`src/swr_defs.svh`:
```
/*
  Constants of the single-wire front end: timing in ns, address map,
  command codes and reset values.
  Assumes a 50 ns system clock; included by bare name.
*/
`ifndef SWR_DEFS_SVH
`define SWR_DEFS_SVH

`define SWR_CLK_NS 50
`define SWR_CYC(ns) (((ns) + `SWR_CLK_NS - 1) / `SWR_CLK_NS)

// reset detection thresholds, standard and high speed
`define SWR_RST_STD_NS 480000
`define SWR_RST_OD_NS 48000
// presence answer: wait high, then hold low
`define SWR_PDH_STD_NS 15000
`define SWR_PDL_STD_NS 60000
`define SWR_PDH_OD_NS 2000
`define SWR_PDL_OD_NS 7000
// bit slot: sample point and read-zero hold
`define SWR_SLOT_STD_NS 30000
`define SWR_SLOT_OD_NS 4000

// linear address map
`define SWR_A_SRAM_HI 16'h01FF
`define SWR_A_REG_LO 16'h0200
`define SWR_A_REG_HI 16'h023F
`define SWR_A_XRAM_LO 16'h0240
`define SWR_A_XRAM_HI 16'h027F
`define SWR_A_LOG_LO 16'h1000
`define SWR_A_LOG_HI 16'h2FFF
`define SWR_A_LTMP_LO 16'h020C
`define SWR_A_LTMP_HI 16'h020F
`define SWR_A_STAT_LO 16'h0214
`define SWR_A_STAT_HI 16'h0215
`define SWR_A_RO_LO 16'h0219
`define SWR_A_RO_HI 16'h0226
`define SWR_A_CNT 16'h0223
`define SWR_A_PW_LO 16'h0227
`define SWR_A_PW_HI 16'h0236

// identity defaults are arbitrary values
`define SWR_ID_FAMILY 8'h5A
`define SWR_ID_SERIAL 48'h0000_1234_5678
`define SWR_CNT_FACTORY 24'h000010

// link-level command bytes
`define SWR_CMD_RDID 8'h33
`define SWR_CMD_MATCH 8'h55
`define SWR_CMD_SRCH 8'hF0
`define SWR_CMD_CSRCH 8'hEC
`define SWR_CMD_SKIP 8'hCC
`define SWR_CMD_ODSKIP 8'h3C
`define SWR_CMD_ODMATCH 8'h69
`define SWR_CMD_RESUME 8'hA5

`endif

```
`src/swr_pkg.sv`:
```
/*
  Types and the identity check function of the single-wire front end.
  Assumes nothing beyond a SystemVerilog compiler.
*/
`default_nettype none
package swr_pkg;
  typedef enum logic [1:0] {L_IDLE, L_SLOT, L_PWAIT, L_PLOW} swr_link_e;
  typedef enum logic [2:0] {
    P_DEAD, P_ROM, P_TXID, P_MATCH, P_SRCH, P_FUNC
  } swr_proto_e;

  // shift-and-xor generator for x^8+x^5+x^4+1, lsb of data first
  function automatic logic [7:0] swr_crc8(input logic [55:0] d);
    logic [7:0] c;
    logic fb;
    c = 8'h00;
    for (int i = 0; i < 56; i++) begin
      fb = c[0] ^ d[i];
      c = {1'b0, c[7:1]} ^ (fb ? 8'h8C : 8'h00);
    end
    return c;
  endfunction
endpackage
`default_nettype wire

```
`src/swr_fifo.sv`:
```
/*
  Small FIFO with registered read data, valid/ready on both sides.
  Assumes one clock and an active-low asynchronous reset.
*/
`timescale 1ns/1ps
`default_nettype none
module swr_fifo #(
  parameter int W = 8,
  parameter int D = 8
) (
  input wire logic clk,
  input wire logic rst_b,
  input wire logic in_valid,
  output logic in_ready,
  input wire logic [W-1:0] in_data,
  output logic out_valid,
  input wire logic out_ready,
  output logic [W-1:0] out_data
);
  localparam int AW = $clog2(D);

  if (D < 2 || (1 << AW) != D) begin : g_bad_depth
    $error("fifo depth must be a power of two");
  end

  logic [W-1:0] mem_q [D];
  logic [AW:0] wp_q, wp_d, rp_q, rp_d;
  logic ov_q, ov_d, push, load, empty;

  always_comb begin
    empty = wp_q == rp_q;
    in_ready = (wp_q - rp_q) != (AW+1)'(D);
    push = in_valid && in_ready;
    load = !empty && (!ov_q || out_ready);
    wp_d = push ? wp_q + 1'b1 : wp_q;
    rp_d = load ? rp_q + 1'b1 : rp_q;
    ov_d = load ? 1'b1 : (out_ready ? 1'b0 : ov_q);
  end

  always_ff @(posedge clk or negedge rst_b) begin
    if (!rst_b) begin
      wp_q <= '0;
      rp_q <= '0;
      ov_q <= 1'b0;
    end else begin
      wp_q <= wp_d;
      rp_q <= rp_d;
      ov_q <= ov_d;
    end
  end

  // storage carries no control state, so it needs no reset
  always_ff @(posedge clk) begin
    if (push) begin
      mem_q[wp_q[AW-1:0]] <= in_data;
    end
    if (load) begin
      out_data <= mem_q[rp_q[AW-1:0]];
    end
  end

  assign out_valid = ov_q;
endmodule
`default_nettype wire

```
`src/swr_front.sv`:
```
/*
  Slave front end of the single-wire link: reset/presence, bit slots,
  identity code, link-level commands, speed switch, function-phase byte
  stream into a FIFO, memory access gate and total-samples counter.
  Assumes an open-drain data line resolved outside and a 20 MHz clk.
*/
// Summary of operation
// identity is family byte, 48-bit serial, then CRC of first 56 bits.
// check value uses generator x^8+x^5+x^4+1 built from shifts and xors.
// generator starts at zero, shifts family lsb first, then serial.
// a receiver shifting all 64 bits through the generator gets zero.
// master first sends one of eight link-level commands.
// high-speed command byte at standard speed switches to high speed.
// function commands are accepted only after a successful link command.
// every byte travels least significant bit first.
// scratchpad, 576 bytes SRAM, two register pages, 8192 log bytes.
// all memory except identity and scratchpad shares one address space.
// log memory, counters and some registers ignore master writes.
// while a mission is programmed, both register pages refuse writes.
// both password registers take writes but never read back.
// link-level command logic runs from line power, rest from battery.
// total-samples counter keeps a nonzero factory count, read-only.
// master starts with a reset low pulse of the speed's length.
// after reset, answer presence then wait for a link command byte.
// a standard-length reset returns the link to standard speed.
`timescale 1ns/1ps
`default_nettype none
`include "swr_defs.svh"
module swr_front #(
  parameter int RST_STD_CYC = `SWR_CYC(`SWR_RST_STD_NS),
  parameter logic [7:0] FAMILY = `SWR_ID_FAMILY,
  parameter logic [47:0] SERIAL = `SWR_ID_SERIAL,
  parameter logic [23:0] CNT_FACTORY = `SWR_CNT_FACTORY,
  parameter int FIFO_DEPTH = 8
) (
  input wire logic clk,
  input wire logic rst_b,
  input wire logic io_in,
  output logic io_out,
  output logic io_oe_b,
  output logic od_mode,
  output logic func_open,
  input wire logic mission_on,
  input wire logic alarm_on,
  input wire logic sample_pulse,
  input wire logic [15:0] mem_addr,
  input wire logic mem_wr,
  output logic mem_ok,
  output logic mem_hide,
  output logic [7:0] cnt_rdata,
  output logic [7:0] cmd_data,
  output logic cmd_valid,
  input wire logic cmd_ready
);
  import swr_pkg::*;

  // identity layout
  // check byte from zero seed
  localparam logic [63:0] ID = {swr_crc8({SERIAL, FAMILY}), SERIAL, FAMILY};
  localparam int RST_OD_CYC = `SWR_CYC(`SWR_RST_OD_NS);
  localparam logic [13:0] T_RSTS = 14'(RST_STD_CYC);
  localparam logic [13:0] T_RSTO = 14'(RST_OD_CYC);
  localparam logic [13:0] T_PDHS = 14'(`SWR_CYC(`SWR_PDH_STD_NS));
  localparam logic [13:0] T_PDLS = 14'(`SWR_CYC(`SWR_PDL_STD_NS));
  localparam logic [13:0] T_PDHO = 14'(`SWR_CYC(`SWR_PDH_OD_NS));
  localparam logic [13:0] T_PDLO = 14'(`SWR_CYC(`SWR_PDL_OD_NS));
  localparam logic [13:0] T_SLS = 14'(`SWR_CYC(`SWR_SLOT_STD_NS));
  localparam logic [13:0] T_SLO = 14'(`SWR_CYC(`SWR_SLOT_OD_NS));

  // a threshold inside our own presence pulse would read it as a reset
  if (RST_STD_CYC <= RST_OD_CYC || RST_STD_CYC > 16383 ||
    RST_STD_CYC <= `SWR_CYC(`SWR_PDL_STD_NS) + 1) begin : g_bad_rst
    $error("standard reset count out of range");
  end
  if (CNT_FACTORY == 24'h0) begin : g_bad_cnt
    $error("factory sample count must be nonzero");
  end

  // pin synchroniser; sy1_q feeds sy2_q only
  logic sy1_q, sy2_q, ln_q, fall, rise;
  always_ff @(posedge clk or negedge rst_b) begin
    if (!rst_b) begin
      sy1_q <= 1'b1;
      sy2_q <= 1'b1;
      ln_q <= 1'b1;
    end else begin
      sy1_q <= io_in;
      sy2_q <= sy1_q;
      ln_q <= sy2_q;
    end
  end
  assign fall = ln_q && !sy2_q;
  assign rise = !ln_q && sy2_q;

  // link timing group
  swr_link_e link_q, link_d;
  swr_proto_e pr_q, pr_d;
  logic [13:0] tm_q, tm_d, low_q, low_d;
  logic [13:0] t_pdh, t_pdl, t_slot;
  logic oe_b_q, oe_b_d, od_q, od_d, od_set;
  logic ev, rst_ev, tx_act, tx_bit;
  logic [5:0] ix_q, ix_d;
  logic [1:0] ph_q, ph_d;

  assign tx_act = pr_q == P_TXID || (pr_q == P_SRCH && ph_q != 2'h2);
  assign tx_bit = ID[ix_q] ^ (pr_q == P_SRCH && ph_q == 2'h1);

  always_comb begin
    link_d = link_q;
    tm_d = tm_q + 14'h1;
    oe_b_d = oe_b_q;
    od_d = od_q;
    ev = 1'b0;
    t_pdh = od_q ? T_PDHO : T_PDHS;
    t_pdl = od_q ? T_PDLO : T_PDLS;
    t_slot = od_q ? T_SLO : T_SLS;
    low_d = low_q;
    if (sy2_q) begin
      low_d = 14'h0;
    end else if (low_q != 14'h3FFF) begin
      low_d = low_q + 14'h1;
    end
    // reset length judged at the rising edge
    rst_ev = rise && low_q >= (od_q ? T_RSTO : T_RSTS);
    if (rst_ev) begin
      link_d = L_PWAIT;
      tm_d = 14'h0;
      oe_b_d = 1'b1;
      // standard-length reset drops high speed
      if (low_q >= T_RSTS) begin
        od_d = 1'b0;
      end
    end else begin
      case (link_q)
        L_IDLE: begin
          if (fall) begin
            link_d = L_SLOT;
            tm_d = 14'h0;
            oe_b_d = !(tx_act && !tx_bit);
          end
        end
        L_SLOT: begin
          if (tm_q == t_slot) begin
            link_d = L_IDLE;
            oe_b_d = 1'b1;
            ev = 1'b1;
          end
        end
        // presence answer after reset
        L_PWAIT: begin
          if (tm_q == t_pdh) begin
            link_d = L_PLOW;
            tm_d = 14'h0;
            oe_b_d = 1'b0;
          end
        end
        L_PLOW: begin
          if (tm_q == t_pdl) begin
            link_d = L_IDLE;
            oe_b_d = 1'b1;
          end
        end
        default: link_d = L_IDLE;
      endcase
      // switch speed once the command byte is complete
      if (od_set) begin
        od_d = 1'b1;
      end
    end
  end

  always_ff @(posedge clk or negedge rst_b) begin
    if (!rst_b) begin
      link_q <= L_IDLE;
      tm_q <= 14'h0;
      low_q <= 14'h0;
      oe_b_q <= 1'b1;
      od_q <= 1'b0;
    end else begin
      link_q <= link_d;
      tm_q <= tm_d;
      low_q <= low_d;
      oe_b_q <= oe_b_d;
      od_q <= od_d;
    end
  end

  // protocol group
  logic [7:0] sh_q, sh_d, pb_q, pb_d, byte_in;
  logic [2:0] bc_q, bc_d;
  logic rs_q, rs_d, pv_q, pv_d, fifo_rdy;

  // this stage needs only line power, so keep it free of battery state
  always_comb begin
    pr_d = pr_q;
    sh_d = sh_q;
    bc_d = bc_q;
    ix_d = ix_q;
    ph_d = ph_q;
    rs_d = rs_q;
    pv_d = pv_q && !fifo_rdy;
    pb_d = pb_q;
    od_set = 1'b0;
    // lsb first
    byte_in = {sy2_q, sh_q[7:1]};
    if (rst_ev) begin
      pr_d = P_ROM;
      bc_d = 3'h0;
    end else if (ev) begin
      case (pr_q)
        P_ROM: begin
          sh_d = byte_in;
          bc_d = bc_q + 3'h1;
          ix_d = 6'h0;
          ph_d = 2'h0;
          if (bc_q == 3'h7) begin
            rs_d = 1'b0;
            // eight link-level commands
            case (byte_in)
              `SWR_CMD_RDID: pr_d = P_TXID;
              `SWR_CMD_MATCH: pr_d = P_MATCH;
              `SWR_CMD_SRCH: pr_d = P_SRCH;
              `SWR_CMD_CSRCH: pr_d = alarm_on ? P_SRCH : P_DEAD;
              `SWR_CMD_SKIP: pr_d = P_FUNC;
              `SWR_CMD_ODSKIP: begin
                pr_d = P_FUNC;
                od_set = !od_q;
              end
              `SWR_CMD_ODMATCH: begin
                pr_d = P_MATCH;
                od_set = !od_q;
              end
              `SWR_CMD_RESUME: begin
                pr_d = rs_q ? P_FUNC : P_DEAD;
                rs_d = rs_q;
              end
              default: pr_d = P_DEAD;
            endcase
          end
        end
        P_TXID: begin
          ix_d = ix_q + 6'h1;
          if (ix_q == 6'h3F) begin
            pr_d = P_FUNC;
          end
        end
        P_MATCH, P_SRCH: begin
          if (pr_q == P_SRCH && ph_q != 2'h2) begin
            ph_d = ph_q + 2'h1;
          end else if (sy2_q != ID[ix_q]) begin
            pr_d = P_DEAD;
          end else begin
            ph_d = 2'h0;
            ix_d = ix_q + 6'h1;
            // function phase opens only after a full match
            if (ix_q == 6'h3F) begin
              pr_d = P_FUNC;
              rs_d = 1'b1;
            end
          end
        end
        // a full FIFO holds the byte and ignores slots until it drains
        P_FUNC: begin
          if (!pv_q) begin
            sh_d = byte_in;
            bc_d = bc_q + 3'h1;
            if (bc_q == 3'h7) begin
              pv_d = 1'b1;
              pb_d = byte_in;
            end
          end
        end
        default: pr_d = P_DEAD;
      endcase
    end
  end

  always_ff @(posedge clk or negedge rst_b) begin
    if (!rst_b) begin
      pr_q <= P_DEAD;
      sh_q <= 8'h00;
      bc_q <= 3'h0;
      ix_q <= 6'h0;
      ph_q <= 2'h0;
      rs_q <= 1'b0;
      pv_q <= 1'b0;
      pb_q <= 8'h00;
    end else begin
      pr_q <= pr_d;
      sh_q <= sh_d;
      bc_q <= bc_d;
      ix_q <= ix_d;
      ph_q <= ph_d;
      rs_q <= rs_d;
      pv_q <= pv_d;
      pb_q <= pb_d;
    end
  end

  swr_fifo #(
    .W(8),
    .D(FIFO_DEPTH)
  ) u_fifo (
    .clk(clk),
    .rst_b(rst_b),
    .in_valid(pv_q),
    .in_ready(fifo_rdy),
    .in_data(pb_q),
    .out_valid(cmd_valid),
    .out_ready(cmd_ready),
    .out_data(cmd_data)
  );

  // access gate and samples counter
  logic in_sram, in_reg, in_log, ro, pw, ok_q, ok_d, hide_q, hide_d;
  logic [23:0] cnt_q, cnt_d;
  logic [7:0] crd_q, crd_d;
  logic [15:0] coff;

  always_comb begin
    // SRAM pages and extension pages
    // one linear map
    in_sram = mem_addr <= `SWR_A_SRAM_HI ||
      (mem_addr >= `SWR_A_XRAM_LO && mem_addr <= `SWR_A_XRAM_HI);
    in_reg = mem_addr >= `SWR_A_REG_LO && mem_addr <= `SWR_A_REG_HI;
    in_log = mem_addr >= `SWR_A_LOG_LO && mem_addr <= `SWR_A_LOG_HI;
    ro = in_log || (mem_addr >= `SWR_A_LTMP_LO &&
      mem_addr <= `SWR_A_LTMP_HI) || (mem_addr >= `SWR_A_STAT_LO &&
      mem_addr <= `SWR_A_STAT_HI) || (mem_addr >= `SWR_A_RO_LO &&
      mem_addr <= `SWR_A_RO_HI);
    pw = mem_addr >= `SWR_A_PW_LO && mem_addr <= `SWR_A_PW_HI;
    // read-only areas
    // register pages locked during a mission
    if (mem_wr) begin
      ok_d = in_sram || (in_reg && !ro && !mission_on);
    end else begin
      ok_d = in_sram || in_reg || in_log;
    end
    // passwords read back as zero
    hide_d = !mem_wr && pw;
    // saturates so it never returns to zero
    cnt_d = (sample_pulse && cnt_q != 24'hFFFFFF) ? cnt_q + 24'h1 : cnt_q;
    coff = mem_addr - `SWR_A_CNT;
    case (coff)
      16'h0000: crd_d = cnt_q[7:0];
      16'h0001: crd_d = cnt_q[15:8];
      16'h0002: crd_d = cnt_q[23:16];
      default: crd_d = 8'h00;
    endcase
  end

  always_ff @(posedge clk or negedge rst_b) begin
    if (!rst_b) begin
      ok_q <= 1'b0;
      hide_q <= 1'b0;
      cnt_q <= CNT_FACTORY;
      crd_q <= 8'h00;
    end else begin
      ok_q <= ok_d;
      hide_q <= hide_d;
      cnt_q <= cnt_d;
      crd_q <= crd_d;
    end
  end

  assign io_out = 1'b0;
  assign io_oe_b = oe_b_q;
  assign od_mode = od_q;
  assign func_open = pr_q == P_FUNC;
  assign mem_ok = ok_q;
  assign mem_hide = hide_q;
  assign cnt_rdata = crd_q;
endmodule
`default_nettype wire

```
`config.mk`:
```
export PLATFORM = sky130hd
export DESIGN_NAME = swr_front
export DESIGN_NICKNAME = d
export VERILOG_FILES = /design/src/swr_pkg.sv /design/src/swr_fifo.sv /design/src/swr_front.sv
export VERILOG_INCLUDE_DIRS = /design/src
export SDC_FILE = /design/constraint.sdc
export NUM_CORES = 1
export LEC_CHECK = 0
export BUFFER_PORTS_ARGS = -buffer_cell sky130_fd_sc_hd__buf_2
export CORE_MARGIN = 2
export CORE_UTILIZATION = 60
export DETAILED_ROUTE_END_ITERATION = 8
export PLACE_DENSITY = 0.78
export SLEW_MARGIN = 20
export SYNTH_ARGS = -nofsm -noshare
export SYNTH_HDL_FRONTEND = slang
export SYNTH_SLANG_ARGS = --single-unit
```
`constraint.sdc`:
```
create_clock -name clk -period 8.8 [get_ports clk]
set_input_delay 1.32 -clock clk [delete_from_list [all_inputs] [get_ports clk]]
set_output_delay 1.32 -clock clk [all_outputs]
set_load 0.005 [all_outputs]
```
==> results.json <==
{
  "power_density_mw_per_mm2": 200,
  "dp_hpwl_um": 12500,
  "cts.clk_slew.worst_paths_ns": 0.06,
  "place_inst": 1036,
  "path_cells": "inv_1 > ha_1 > nor2b_1 > o21ai_0 > a21oi_1 > o211ai_1 > and2_1 > nand2_1 > nor3b_2",
  "fmax_mhz": 275,
  "grt_antenna_before_repair": 0,
  "path_class": "flop to flop",
  "netlist_area_sq_mm": 0.00920,
  "ant_nets": 0,
  "net-switching-power_mw": 0.564,
  "cts_buffer_depth": 2,
  "num_vias": 6455,
  "yosys.area.top_type": "dfrtp_1",
  "slew_violations": 0,
  "synth_ff_type": "dfrtp_1",
  "root_buffer": "clkbuf_16",
  "clkLatencyLatePin_ns": 0.43,
  "cts_sinks": 181,
  "cts_buffers": 17,
  "grt_first_pass_wirelength_um": 30400,
  "path_max_fanout": 19,
  "grt_pass1_vias": 6335,
  "ios": 47,
  "ys_seq_elements": 181,
  "synthCells": 831,
  "grt_setup_unrepaired": "false",
  "yosysSeqAreaShare_pct": 53.2,
  "wl_per_cell_um": 17.0,
  "drt_iter0_markers": 354,
  "p_leak_nw": 3.92,
  "drtPass1Iterations": 5,
  "drc": 0,
  "synth_edf_count": 72,
  "skew_ns": 0.0102,
  "finalNetCount": 914,
  "fin_crit_sh_pct": 41.4,
  "start_kind": "flop",
  "gp_congestion": 0.877,
  "swShare_pct": 27.7,
  "antenna_cells": 0,
  "maxSlewHeadroom_pct": 45.5,
  "final-hold-violation-count": 0,
  "initial_core_util_pct": 61.0,
  "p_clk_share_pct": 35.2,
  "die_area_sq_mm": 0.0163,
  "cap_violations": 0,
  "fin_crit_ns": 3.64,
  "seqPwrFrac_pct": 50.8,
  "peakVddDrop_mv": 0.129,
  "required_ns": 8.85,
  "fp-row-count": 45,
  "worst_pin_slew_ns": 0.817,
  "p_int_mw": 1.47,
  "hold_path.class": "flop to flop",
  "setup_viol": 0,
  "holdBufCountCts": 0,
  "syn_avg_cell_area_sq_um": 11.1,
  "h-tree-depth": 4,
  "fin_cells": 1068,
  "worst_path_max_delay_cell": "dfrtp_1",
  "synth_top_area_share_pct": 28.3,
  "die_w_um": 128,
  "combPwrFrac_pct": 13.9,
  "cts_tree": "done",
  "coreArea_sq_mm": 0.0151,
  "synth_fp_nets": 878,
  "final.setup.tns_ns": 0,
  "synth.distinct_cells": 79,
  "drive_above_1_share_pct": 15.8,
  "cp_slowest_stage_delay_ns": 0.88,
  "wirelength_um": 18100,
  "track_usage_pct": 23.1,
  "post_cts_buffers": 0,
  "vias_per_cell": 6.04,
  "cts_resized": 0,
  "die_h_um": 128,
  "port_buffers": 45,
  "area_growth_pct": 10.2,
  "status": "completed",
  "cp.arrival_ns": 3.69,
  "async_reset_ff_share_pct": 60.2,
  "gr-total-overflow": 0,
  "yosysWarnings": 0,
  "ys_top_cells_by_area": "dfrtp_1, edfxtp_1, nand2_1, mux4_2, xnor2_1",
  "crit_path_end_kind": "flop",
  "grt_max_degree": 58
}
## through the flow
stage                     hold slack, ns  worst slack [ns]  instance area [sq um]  utilization, %  power [mW]
after CTS                          0.358              4.79                  10100            67.1        2.05
after detailed placement           0.348              4.87                   9560            63.4        1.33
after global routing               0.364              4.91                  10100            67.2        2.12
after floorplan                    0.345              5.32                   9200               -        1.23
final                              0.358              5.16                  10100            67.2        2.03
after global placement             0.347              5.07                   9560            63.4        1.31
## state kept, by name, summed over array words and instances, names as in the netlist, 2 cells and up
register         cells
u_fifo.mem_q        64
cnt_q               24
low_q               14
tm_q                14
cnt_rdata            8
pb_q                 8
u_fifo.out_data      8
sh_q                 7
ix_q                 6
u_fifo.rp_q          4
u_fifo.wp_q          4
bc_q                 3
pr_q                 3
link_q               2
ph_q                 2
## worst max-delay path, delay by kind of cell, from the launching register on
family                   cells  cell delay (ns)
AO/OA/AOI/OAI                3             0.59
adder cells (fa/ha/maj)      1             0.37
buffers and inverters        1             0.14
flip-flops                   1             0.88
AND/OR/NAND/NOR              4             1.29
## kinds of logic after synthesis
logic type,after synthesis,synth area share [%]
muxes,45,7.45
xor gates and xnor gates,55,5.23
and+or+nand+nor,330,18.5
adders and majority gates,23,3.13
DFF,181,53.2
buffers and inverters,69,3.07
other,1,0.0407
AOI/OAI and AO/OA,127,9.41
## power groups by stage
stage	combinational, mW	sequential, mW	clock [mW]
after floorplan	0.221	1.01	0
after global placement	0.268	1.04	0
after detailed placement	0.282	1.05	0
after CTS	0.286	1.03	0.730
after global routing	0.321	1.04	0.762
final	0.283	1.03	0.716
## final cells by class
class / count / area [sq um]
inverters: 34 / 128
clock buffers: 19 / 433
multi-input cells: 581 / 4050
fillers: 1119 / 4950
flip-flops and latches: 181 / 4900
clock inverters: 13 / 123
well taps: 188 / 235
repair buffers: 52 / 280
## Yosys cell counts, types with 3 or more instances
master	count
xor2_1	22
a2111oi_0	3
nand3b_1	3
nand2b_1	6
o21ai_0	35
or4_1	5
and2_1	4
mux2i_1	13
and3_1	4
o31a_1	4
a21oi_1	29
nor4bb_1	11
nand3_1	21
nand4_1	22
edfxtp_1	72
mux4_2	17
a31o_2	3
nor4_1	11
a211oi_1	3
nand2_1	104
dfstp_2	5
nor3b_1	4
nor4b_1	4
or3_1	7
inv_1	31
o31ai_1	3
clkinv_1	3
buf_2	10
xnor2_1	33
mux2_2	14
or2_2	3
a31oi_1	8
dfrtp_1	104
a211o_1	3
o211ai_1	6
a221oi_1	3
buf_1	6
nor2b_1	8
clkbuf_1	17
nor3_1	22
ha_1	23
nor2_1	74
## worst paths after layout
path	from	endpoint	slack, ns	cells past startpoint
setup / recovery	u_fifo.rp_q[1]	u_fifo.mem_q[6][4]	5.16	9
hold / removal	sy1_q	sy2_q	0.36	0
setup reg to reg	u_fifo.rp_q[1]	u_fifo.mem_q[6][4]	5.16	9
hold reg to reg	sy1_q	sy2_q	0.36	0
max in group asynchronous	rst_b	pb_q[7]	6.67	2
min in group asynchronous	rst_b	u_fifo.out_valid	0.95	1
## routing by layer
metal  vias up  global-route usage, %  part of all wire (%)
li1       3098                      -                     -
met1      3210                   30.1                    44
met4         0                   7.82                   1.3
met5         -                      0                     0
met3        20                   3.71                   3.1
met2       127                   39.7                    52
## placed cells by master (no fill, tap or decap), types with 4 or more instances in the layout
cell type,n
xnor2_1,33
inv_1,31
nand2b_1,6
nand4_1,22
nand2_1,104
a21oi_1,28
dfstp_2,5
buf_2,44
xor2_1,22
mux4_2,17
mux2i_1,13
nor4_1,10
o21ai_0,35
nor2b_1,8
and3_1,4
buf_4,8
or3_1,7
edfxtp_1,72
clkbuf_16,17
nor2_1,74
o31a_1,4
nand3_1,21
a31oi_1,8
and2_1,4
or4_1,5
clkinv_1,5
nor4bb_1,11
inv_6,4
dfrtp_1,104
nor4b_1,4
mux2_2,14
o211ai_1,6
ha_1,23
nor3_1,20
(Power assumes the default switching activity.)
